File: src/design/pms_pkg.sv
// Package of the management register space: offsets, field positions,
// defaults and state codes. Assumes a single 20 MHz management core clock.
package pms_pkg;

  // ----------------------------------------------------------------------
  // Serial frame constants
  // ----------------------------------------------------------------------
  localparam int unsigned   PMS_PREAMBLE_LEN = 32;
  localparam logic [5:0]    PMS_PREAMBLE_CNT = 6'h20;
  localparam logic [4:0]    PMS_HDR_LAST     = 5'h0c;
  localparam logic [4:0]    PMS_WR_LAST      = 5'h11;
  localparam logic [4:0]    PMS_RD_LAST      = 5'h11;
  localparam logic [1:0]    PMS_OP_READ      = 2'h2;
  localparam logic [1:0]    PMS_OP_WRITE     = 2'h1;
  localparam logic [4:0]    PMS_PHY_ADDR_DEF = 5'h00;

  // ----------------------------------------------------------------------
  // Standard space
  // ----------------------------------------------------------------------
  localparam int unsigned   PMS_STD_REGS     = 32;
  localparam logic [4:0]    PMS_REG_BASIC    = 5'h00;
  localparam logic [4:0]    PMS_REG_IEEE_TOP = 5'h0f;
  localparam logic [4:0]    PMS_REG_MMD_CTL  = 5'h0d;
  localparam logic [4:0]    PMS_REG_MMD_DAT  = 5'h0e;

  // Basic control field positions
  localparam int unsigned   PMS_B_RESET      = 15;
  localparam int unsigned   PMS_B_LOOP       = 14;
  localparam int unsigned   PMS_B_SPEED      = 13;
  localparam int unsigned   PMS_B_ANEN       = 12;
  localparam int unsigned   PMS_B_PDOWN      = 11;
  localparam int unsigned   PMS_B_ISO        = 10;
  localparam int unsigned   PMS_B_ANRST      = 9;
  localparam int unsigned   PMS_B_DUPLEX     = 8;
  localparam int unsigned   PMS_B_COLTEST    = 7;
  localparam logic [15:0]   PMS_BASIC_RW_MSK = 16'h7d80;
  localparam logic [15:0]   PMS_BASIC_RST    = 16'h0000;

  // ----------------------------------------------------------------------
  // Indirect device spaces
  // ----------------------------------------------------------------------
  localparam int unsigned   PMS_MMD_FN_HI    = 15;
  localparam int unsigned   PMS_MMD_FN_LO    = 14;
  localparam logic [1:0]    PMS_FN_ADDR      = 2'h0;
  localparam logic [1:0]    PMS_FN_DATA      = 2'h1;
  localparam logic [1:0]    PMS_FN_INC_RW    = 2'h2;
  localparam logic [1:0]    PMS_FN_INC_WR    = 2'h3;
  localparam logic [4:0]    PMS_DEV_EEE      = 5'h07;
  localparam logic [4:0]    PMS_DEV_WOL      = 5'h1f;
  localparam logic [15:0]   PMS_EEE_ADV      = 16'h003c;
  localparam logic [15:0]   PMS_EEE_LP_ADV   = 16'h003d;
  localparam int unsigned   PMS_WOL_WORDS    = 28;
  localparam logic [15:0]   PMS_WOL_LAST     = 16'h001b;
  localparam logic [15:0]   PMS_WOL_PKT_LO   = 16'h0001;
  localparam logic [15:0]   PMS_WOL_PKT_HI   = 16'h0018;
  localparam logic [15:0]   PMS_WOL_DA_LO    = 16'h0019;
  localparam logic [15:0]   PMS_EEE_ADV_RST  = 16'h0000;

  // Cycles between reset release and strap capture
  localparam logic [1:0]    PMS_LOAD_WAIT    = 2'h3;

  typedef enum logic [1:0] {
    PMS_S_PRE,
    PMS_S_HDR,
    PMS_S_RD,
    PMS_S_WR
  } pms_frame_state_type;

endpackage

File: src/design/pms_mgmt_if.sv
// Interface carrying register requests from the frame engine to the bank.
// Assumes both ends on the same core clock.
`timescale 1ns/1ps
interface pms_mgmt_if;
  logic        rd;
  logic        wr;
  logic [4:0]  addr;
  logic [15:0] wdata;
  logic [15:0] rdata;

  modport engine (output rd, output wr, output addr, output wdata, input rdata);
  modport bank   (input rd, input wr, input addr, input wdata, output rdata);
endinterface

File: src/design/pms_mdio_engine.sv
// Serial management frame engine: decodes read and write frames.
// Assumes MDC well below a quarter of the core clock; pins are asynchronous.
`timescale 1ns/1ps
module pms_mdio_engine
  import pms_pkg::*;
#(
  parameter logic [4:0] PHY_ADDR = PMS_PHY_ADDR_DEF
)
(
  input  wire logic    mclk_i,
  input  wire logic    arst_n_i,
  input  wire logic    mdc_i,
  input  wire logic    mdio_i,
  output logic         mdio_o,
  output logic         mdio_oe_o,
  pms_mgmt_if.engine   req
);

  typedef struct packed {
    logic [2:0]          mdc_s;
    logic [1:0]          dat_s;
    pms_frame_state_type state;
    logic [5:0]          ones;
    logic [4:0]          cnt;
    logic [17:0]         sh;
    logic [15:0]         rd_sh;
    logic                rd;
    logic                wr;
    logic [4:0]          addr;
    logic [15:0]         wdata;
    logic                o;
    logic                oe;
  } pms_eng_type;

  pms_eng_type s_q;
  pms_eng_type s_d;
  logic        rise;
  logic        bit_in;
  logic [17:0] sh_nx;

  // ----------------------------------------------------------------------
  // Frame decoding
  // ----------------------------------------------------------------------
  always_comb
  begin
    s_d         = s_q;
    s_d.mdc_s   = {s_q.mdc_s[1:0], mdc_i};
    s_d.dat_s   = {s_q.dat_s[0], mdio_i};
    s_d.rd      = 1'b0;
    s_d.wr      = 1'b0;
    rise        = s_q.mdc_s[1] & ~s_q.mdc_s[2];
    bit_in      = s_q.dat_s[1];
    sh_nx       = {s_q.sh[16:0], bit_in};
    // Capture before the window pointer steps on
    if (s_q.rd)
    begin
      s_d.rd_sh = req.rdata;
    end
    if (rise)
    begin
      s_d.sh = sh_nx;
      case (s_q.state)
        PMS_S_PRE:
        begin
          if (bit_in)
          begin
            if (s_q.ones != PMS_PREAMBLE_CNT)
            begin
              s_d.ones = s_q.ones + 6'h01;
            end
          end
          else if (s_q.ones == PMS_PREAMBLE_CNT)
          begin
            s_d.state = PMS_S_HDR;
            s_d.cnt   = 5'h00;
          end
          else
          begin
            s_d.ones = 6'h00;
          end
        end
        PMS_S_HDR:
        begin
          s_d.cnt = s_q.cnt + 5'h01;
          if (s_q.cnt == PMS_HDR_LAST)
          begin
            s_d.cnt   = 5'h00;
            s_d.ones  = 6'h00;
            s_d.state = PMS_S_PRE;
            s_d.addr  = sh_nx[4:0];
            if (sh_nx[12] && sh_nx[9:5] == PHY_ADDR)
            begin
              if (sh_nx[11:10] == PMS_OP_READ)
              begin
                s_d.state = PMS_S_RD;
                s_d.rd    = 1'b1;
              end
              else if (sh_nx[11:10] == PMS_OP_WRITE)
              begin
                s_d.state = PMS_S_WR;
              end
            end
          end
        end
        PMS_S_RD:
        begin
          s_d.cnt = s_q.cnt + 5'h01;
          if (s_q.cnt == 5'h00)
          begin
            s_d.oe = 1'b1;
            s_d.o  = 1'b0;
          end
          else if (s_q.cnt == PMS_RD_LAST)
          begin
            s_d.oe    = 1'b0;
            s_d.o     = 1'b0;
            s_d.state = PMS_S_PRE;
          end
          else
          begin
            s_d.o     = s_q.rd_sh[15];
            s_d.rd_sh = {s_q.rd_sh[14:0], 1'b0};
          end
        end
        PMS_S_WR:
        begin
          s_d.cnt = s_q.cnt + 5'h01;
          if (s_q.cnt == PMS_WR_LAST)
          begin
            s_d.wr    = 1'b1;
            s_d.wdata = sh_nx[15:0];
            s_d.state = PMS_S_PRE;
          end
        end
        default:
        begin
          s_d.state = PMS_S_PRE;
        end
      endcase
    end
  end

  always_ff @(posedge mclk_i or negedge arst_n_i)
  begin
    if (!arst_n_i)
    begin
      s_q <= '0;
    end
    else
    begin
      s_q <= s_d;
    end
  end

  assign req.rd    = s_q.rd;
  assign req.wr    = s_q.wr;
  assign req.addr  = s_q.addr;
  assign req.wdata = s_q.wdata;
  assign mdio_o    = s_q.o;
  assign mdio_oe_o = s_q.oe;

endmodule

File: src/design/pms_phy_mgmt.sv
// Management register space of a 10/100 transceiver with indirect spaces.
// Assumes straps and serial pins are asynchronous; negotiation on mclk_i.
`timescale 1ns/1ps
module pms_phy_mgmt
  import pms_pkg::*;
#(
  parameter logic [4:0] PHY_ADDR = PMS_PHY_ADDR_DEF
)
(
  input  wire logic        mclk_i,
  input  wire logic        arst_n_i,
  input  wire logic        mdc_i,
  input  wire logic        mdio_i,
  output logic             mdio_o,
  output logic             mdio_oe_o,
  input  wire logic        speed_strap_i,
  input  wire logic        nway_strap_i,
  input  wire logic        iso_strap_i,
  input  wire logic        duplex_strap_i,
  input  wire logic        an_speed_100_i,
  input  wire logic        an_full_duplex_i,
  input  wire logic [15:0] lp_eee_adv_i,
  output logic             speed_100_o,
  output logic             full_duplex_o,
  output logic             loopback_o,
  output logic             power_down_o,
  output logic             isolate_o,
  output logic             col_test_o,
  output logic             an_enable_o,
  output logic             an_restart_o,
  output logic             soft_reset_o,
  output logic [15:0]      eee_adv_o
);

  typedef struct packed {
    logic [1:0]                       sp_s;
    logic [1:0]                       nw_s;
    logic [1:0]                       is_s;
    logic [1:0]                       du_s;
    logic [1:0]                       load;
    logic [15:0]                      basic;
    logic [PMS_STD_REGS-1:0][15:0]    std;
    logic [15:0]                      mmd_ctl;
    logic [15:0]                      mmd_adr;
    logic [15:0]                      eee_adv;
    logic [PMS_WOL_WORDS-1:0][15:0]   wol;
    logic                             spd;
    logic                             dup;
    logic                             anr;
    logic                             srst;
  } pms_bank_type;

  pms_bank_type b_q;
  pms_bank_type b_d;
  pms_mgmt_if   mif ();
  logic         mmd_inc;

  pms_mdio_engine #(
    .PHY_ADDR (PHY_ADDR)
  ) u_engine (
    .mclk_i    (mclk_i),
    .arst_n_i  (arst_n_i),
    .mdc_i     (mdc_i),
    .mdio_i    (mdio_i),
    .mdio_o    (mdio_o),
    .mdio_oe_o (mdio_oe_o),
    .req       (mif.engine)
  );

  // ----------------------------------------------------------------------
  // Indirect space read decode
  // ----------------------------------------------------------------------
  function automatic logic [15:0] mmd_read(input pms_bank_type b,
                                           input logic [15:0]  lp);
    logic [15:0] r;
    r = 16'h0000;
    if (b.mmd_ctl[4:0] == PMS_DEV_EEE && b.mmd_adr == PMS_EEE_ADV)
    begin
      r = b.eee_adv;
    end
    else if (b.mmd_ctl[4:0] == PMS_DEV_EEE && b.mmd_adr == PMS_EEE_LP_ADV)
    begin
      r = lp;
    end
    else if (b.mmd_ctl[4:0] == PMS_DEV_WOL && b.mmd_adr <= PMS_WOL_LAST)
    begin
      r = b.wol[b.mmd_adr[4:0]];
    end
    return r;
  endfunction

  // ----------------------------------------------------------------------
  // Register read mux
  // ----------------------------------------------------------------------
  always_comb
  begin
    case (mif.addr)
      PMS_REG_BASIC:   mif.rdata = b_q.basic;
      PMS_REG_MMD_CTL: mif.rdata = b_q.mmd_ctl;
      PMS_REG_MMD_DAT:
      begin
        if (b_q.mmd_ctl[PMS_MMD_FN_HI:PMS_MMD_FN_LO] == PMS_FN_ADDR)
        begin
          mif.rdata = b_q.mmd_adr;
        end
        else
        begin
          mif.rdata = mmd_read(b_q, lp_eee_adv_i);
        end
      end
      default:         mif.rdata = b_q.std[mif.addr];
    endcase
  end

  // ----------------------------------------------------------------------
  // Register update
  // ----------------------------------------------------------------------
  always_comb
  begin
    b_d      = b_q;
    b_d.sp_s = {b_q.sp_s[0], speed_strap_i};
    b_d.nw_s = {b_q.nw_s[0], nway_strap_i};
    b_d.is_s = {b_q.is_s[0], iso_strap_i};
    b_d.du_s = {b_q.du_s[0], duplex_strap_i};
    b_d.anr  = 1'b0;
    b_d.srst = 1'b0;
    mmd_inc  = 1'b0;
    if (b_q.load != 2'h0)
    begin
      b_d.load                = b_q.load - 2'h1;
      b_d.basic               = PMS_BASIC_RST;
      b_d.basic[PMS_B_SPEED]  = b_q.sp_s[1];
      b_d.basic[PMS_B_ANEN]   = b_q.nw_s[1];
      b_d.basic[PMS_B_ISO]    = b_q.is_s[1];
      b_d.basic[PMS_B_DUPLEX] = ~b_q.du_s[1];
      b_d.std                 = '0;
      b_d.mmd_ctl             = 16'h0000;
      b_d.mmd_adr             = 16'h0000;
      b_d.eee_adv             = PMS_EEE_ADV_RST;
      b_d.wol                 = '0;
    end
    else if (mif.wr)
    begin
      case (mif.addr)
        PMS_REG_BASIC:
        begin
          if (mif.wdata[PMS_B_RESET] && b_q.basic[PMS_B_PDOWN])
          begin
            b_d.basic[PMS_B_PDOWN] = 1'b0;
          end
          else if (mif.wdata[PMS_B_RESET])
          begin
            b_d.srst = 1'b1;
            b_d.load = PMS_LOAD_WAIT;
          end
          else
          begin
            b_d.basic = mif.wdata & PMS_BASIC_RW_MSK;
            b_d.anr   = mif.wdata[PMS_B_ANRST];
          end
        end
        PMS_REG_MMD_CTL: b_d.mmd_ctl = mif.wdata;
        PMS_REG_MMD_DAT:
        begin
          if (b_q.mmd_ctl[PMS_MMD_FN_HI:PMS_MMD_FN_LO] == PMS_FN_ADDR)
          begin
            b_d.mmd_adr = mif.wdata;
          end
          else
          begin
            mmd_inc = b_q.mmd_ctl[PMS_MMD_FN_HI];
            if (b_q.mmd_ctl[4:0] == PMS_DEV_EEE && b_q.mmd_adr == PMS_EEE_ADV)
            begin
              b_d.eee_adv = mif.wdata;
            end
            else if (b_q.mmd_ctl[4:0] == PMS_DEV_WOL && b_q.mmd_adr <= PMS_WOL_LAST)
            begin
              b_d.wol[b_q.mmd_adr[4:0]] = mif.wdata;
            end
          end
        end
        default: b_d.std[mif.addr] = mif.wdata;
      endcase
    end
    else if (mif.rd && mif.addr == PMS_REG_MMD_DAT)
    begin
      mmd_inc = b_q.mmd_ctl[PMS_MMD_FN_HI:PMS_MMD_FN_LO] == PMS_FN_INC_RW;
    end
    if (mmd_inc)
    begin
      b_d.mmd_adr = b_q.mmd_adr + 16'h0001;
    end
    b_d.spd = b_q.basic[PMS_B_ANEN] ? an_speed_100_i : b_q.basic[PMS_B_SPEED];
    b_d.dup = b_q.basic[PMS_B_ANEN] ? an_full_duplex_i : b_q.basic[PMS_B_DUPLEX];
  end

  always_ff @(posedge mclk_i or negedge arst_n_i)
  begin
    if (!arst_n_i)
    begin
      b_q      <= '0;
      b_q.load <= PMS_LOAD_WAIT;
    end
    else
    begin
      b_q <= b_d;
    end
  end

  assign speed_100_o   = b_q.spd;
  assign full_duplex_o = b_q.dup;
  assign loopback_o    = b_q.basic[PMS_B_LOOP];
  assign power_down_o  = b_q.basic[PMS_B_PDOWN];
  assign isolate_o     = b_q.basic[PMS_B_ISO];
  assign col_test_o    = b_q.basic[PMS_B_COLTEST];
  assign an_enable_o   = b_q.basic[PMS_B_ANEN];
  assign an_restart_o  = b_q.anr;
  assign soft_reset_o  = b_q.srst;
  assign eee_adv_o     = b_q.eee_adv;

endmodule

File: config.mk
export PLATFORM = sky130hd
export DESIGN_NAME = pms_phy_mgmt
export DESIGN_NICKNAME = d
export VERILOG_FILES = /design/src/design/pms_pkg.sv /design/src/design/pms_mgmt_if.sv /design/src/design/pms_mdio_engine.sv /design/src/design/pms_phy_mgmt.sv
export SDC_FILE = /design/constraint.sdc
export NUM_CORES = 2
export LEC_CHECK = 0
export BUFFER_PORTS_ARGS = -buffer_cell sky130_fd_sc_hd__buf_2
export CAP_MARGIN = 25
export CORE_MARGIN = 1
export CORE_UTILIZATION = 45
export CTS_CLUSTER_SIZE = 10
export DETAILED_ROUTE_END_ITERATION = 16
export GPL_TIMING_DRIVEN = 0
export PLACE_DENSITY = 0.58
export SLEW_MARGIN = 20
export SYNTH_ARGS = -nofsm -noshare
export SYNTH_HDL_FRONTEND = slang
export SYNTH_SLANG_ARGS = --single-unit
File: constraint.sdc
create_clock -name mclk_i -period 5.1 [get_ports mclk_i]
set_input_delay 0.51 -clock mclk_i [delete_from_list [all_inputs] [get_ports mclk_i]]
set_output_delay 0.51 -clock mclk_i [all_outputs]
set_load 0.02 [all_outputs]
==> results.cfg <==
[run_status]
status = finished, final reports clean

[sta]
final.setup.worst_slack_ns = 0.0272
fin_crit_sh = 0.995
worst_pin_slew_ns = 1.29
hold_viol_final = 0
max_freq_mhz = 197
fin_hold_ws_ns = 0.0596
fin_setup_tns_ns = 0
finalClockSkew_ns = 0.0241
layout_min_cycle_time_ns = 5.07
slew_headroom = 0.140
setup-violations-final = 0
drv_slew = 0
rsz0062_at_grt = false

[critical_path]
cp_slowest_cell = a22oi_1
cp-end-kind = flip-flop
crit_path_max_fanout = 10
required_ns = 5.77
crit_chain = buf_2 -> buf_2 -> buf_2 -> buf_2 -> buf_2 -> mux4_2 -> a22oi_1 -> nand4_1 -> nand2_1 -> a2bb2oi_1
worst_path_most_repeated_cell = buf_2
slowest_delay_ns = 0.97
critPathTopFamily = buffers and inverters
start_kind = flip-flop
cp.arrival_ns = 5.74
critical_path_class = reg -> reg
cp_num_buf_inv = 5

[grt]
grt_pass1_wl_mm = 336
grt_pass1_vias = 44931
antenna_found_initial = 7
grt_overflow = 0
grt_max_degree = 130
grt_usage = 0.393

[detailed_routing]
drc = 0
drtIter0Drc = 6122
vias_per_cell = 6.26
route.vias.total = 46853
drt_wl_total_mm = 238
drtAntennaViolNets = 0
wl_per_cell_um = 31.8
dr.pass1.iters = 6

[layout]
fin_nets = 5931
fill_cells = 11170
layout_common_cells = 1437 x nand2_1, 1101 x dfrtp_1, 809 x a21oi_1
final_common_cell = nand2_1
syn2layout_area_growth_pct = 12.5
final_layout_size_suffix_gt1_frac = 0.101
design_area_um2 = 60100
seqCellArea_um2 = 27600
multi_input_area_um2 = 23300
finalCoreUtilization = 0.510

[synth]
syn_area_um2 = 53400
yosys_warnings = 0
ys_seq_area_frac = 0.517
synth_cell_types = 74
synth_edf_count = 0
avgSynthCellArea_um2 = 9.42
syn_inst = 5669
synthArstFlopShare = 1.00
synth_fp_nets = 5707
ys_ff_latch = 1103
ys_dominant_reg_cell = dfrtp_1

[placement]
portBuffers = 52
post-dp-hpwl_mm = 168
gp_congestion = 1.07
dpl-instance-area_um2 = 56100
dp_slack_ns = 0.387

[floorplan]
row_count = 126
die_y_um = 346
die_w_um = 346
die-area_um2 = 120000
io_pins = 53
core_um2 = 118000
floorplan.initialDensity = 0.453

[cts]
cts_hold_buffers = 9
path_clk_slew_ns = 0.06
root_buffer = clkbuf_16
cts-buffers-inserted = 133
cts_resized = 0
worstSkewPairLatency_ns = 0.80
cts.sinks = 1103
clock_path_buffers = 3
postCtsSetupRepairBufs = 0
cts_tree = built
h-tree-depth = 4

[power]
p_per_area_nw_per_um2 = 300
leakagePower_nw = 25.2
irDropWorstVdd_mv = 0.368

[min_path]
min_path_type = in -> reg

[flow_run]
maxCapViolCount = 0
==> logic make-up (layout without fill, tap and decap cells) <==
logic type,Yosys count,count (layout),share of synthesized area
simple gates,2120,2120,0.169
fa+ha+maj,12,12,0.00281
buf+inv,595,875,0.0477
compound gates,1286,1286,0.133
mux,553,553,0.131
other cells,0,1,0
flops,1103,1103,0.517
==> report_power, final <==
group	switching [W]	internal, W	total, W
clock	0.00386	0.00506	0.00892
combinational	0.000211	0.0000522	0.000264
sequential	0.0000344	0.00879	0.00882
total	0.00411	0.0139	0.0180
==> through the flow <==
stage | std cells | power (W)
6_report | 7486 | 0.0180
5_1_grt | 7485 | 0.0184
4_1_cts | 7480 | 0.0180
3_5_place_dp | 7280 | 0.00924
3_3_place_gp | 7257 | 0.00923
2_1_floorplan | 5669 | 0.00900
==> flip-flops by register name, indices dropped and copies added, names as in the netlist, 3 cells and up <==
| signal | cells |
|---|---|
| u_engine.s_d | 3 |
| u_engine.req.wdata | 16 |
| b_q | 1000 |
| u_engine.s_q | 45 |
| eee_adv_o | 16 |
| u_engine.req.addr | 5 |
| b_d | 4 |
==> final timing paths <==
check / startpoint / to / slack [ns] / depth (start not counted)
worst min register to register: u_engine.s_d[73] / u_engine.bit_in / 0.35 / 0
worst max register to register: u_engine.req.addr[1] / u_engine.s_q[37] / 0.03 / 10
max in group asynchronous: arst_n_i / b_q[252] / 2.55 / 5
worst min-delay path: lp_eee_adv_i[3] / u_engine.s_q[28] / 0.06 / 3
worst max-delay path: u_engine.req.addr[1] / u_engine.s_q[37] / 0.03 / 10
min in group asynchronous: arst_n_i / u_engine.s_q[69] / 0.28 / 2
==> Yosys cell counts, drive strengths merged, types with 10 or more instances <==
cell	instances	area (um^2)
clkbuf	406	1520
mux4	113	2540
buf	168	945
nor3	33	199
mux2i	406	4060
and2	72	450
o211ai	11	82.6
or2	20	125
nand4	12	93.8
a31oi	10	62.6
inv	21	78.8
mux2	34	383
a22oi	44	330
nor4	30	194
a21oi	809	4050
o22ai	110	688
nor2	242	918
ha	12	150
a211oi	13	97.6
nand2	1437	5390
o31ai	10	75.1
or3	11	68.8
and3	11	68.8
nand3	188	941
nor2b	11	68.8
dfrtp	1101	27600
o21ai	200	1000
a221oi	15	131
a22o	12	105
==> area by class of cell <==
type	count	area share
tap	1536	0.0320
inverter	21	0.00131
buffer	574	0.0415
clock inverter	14	0.00252
timing repair buffer	89	0.0137
multi-input combinational	3971	0.388
clock buffer	177	0.0614
antenna	1	0.0000417
sequential	1103	0.460
==> worst min-delay path, cell delays in order <==
cell and delay, ns:
buf_2 0.09, a211oi_1 0.06, o32ai_1 0.12
==> per-layer routing <==
layer	part of all wire	global-route usage
met1	0.38	0.498
met2	0.44	0.587
met3	0.095	0.0920
met4	0.086	0.292
met5	0.00032	0
Power figures use the tool's default switching activity.
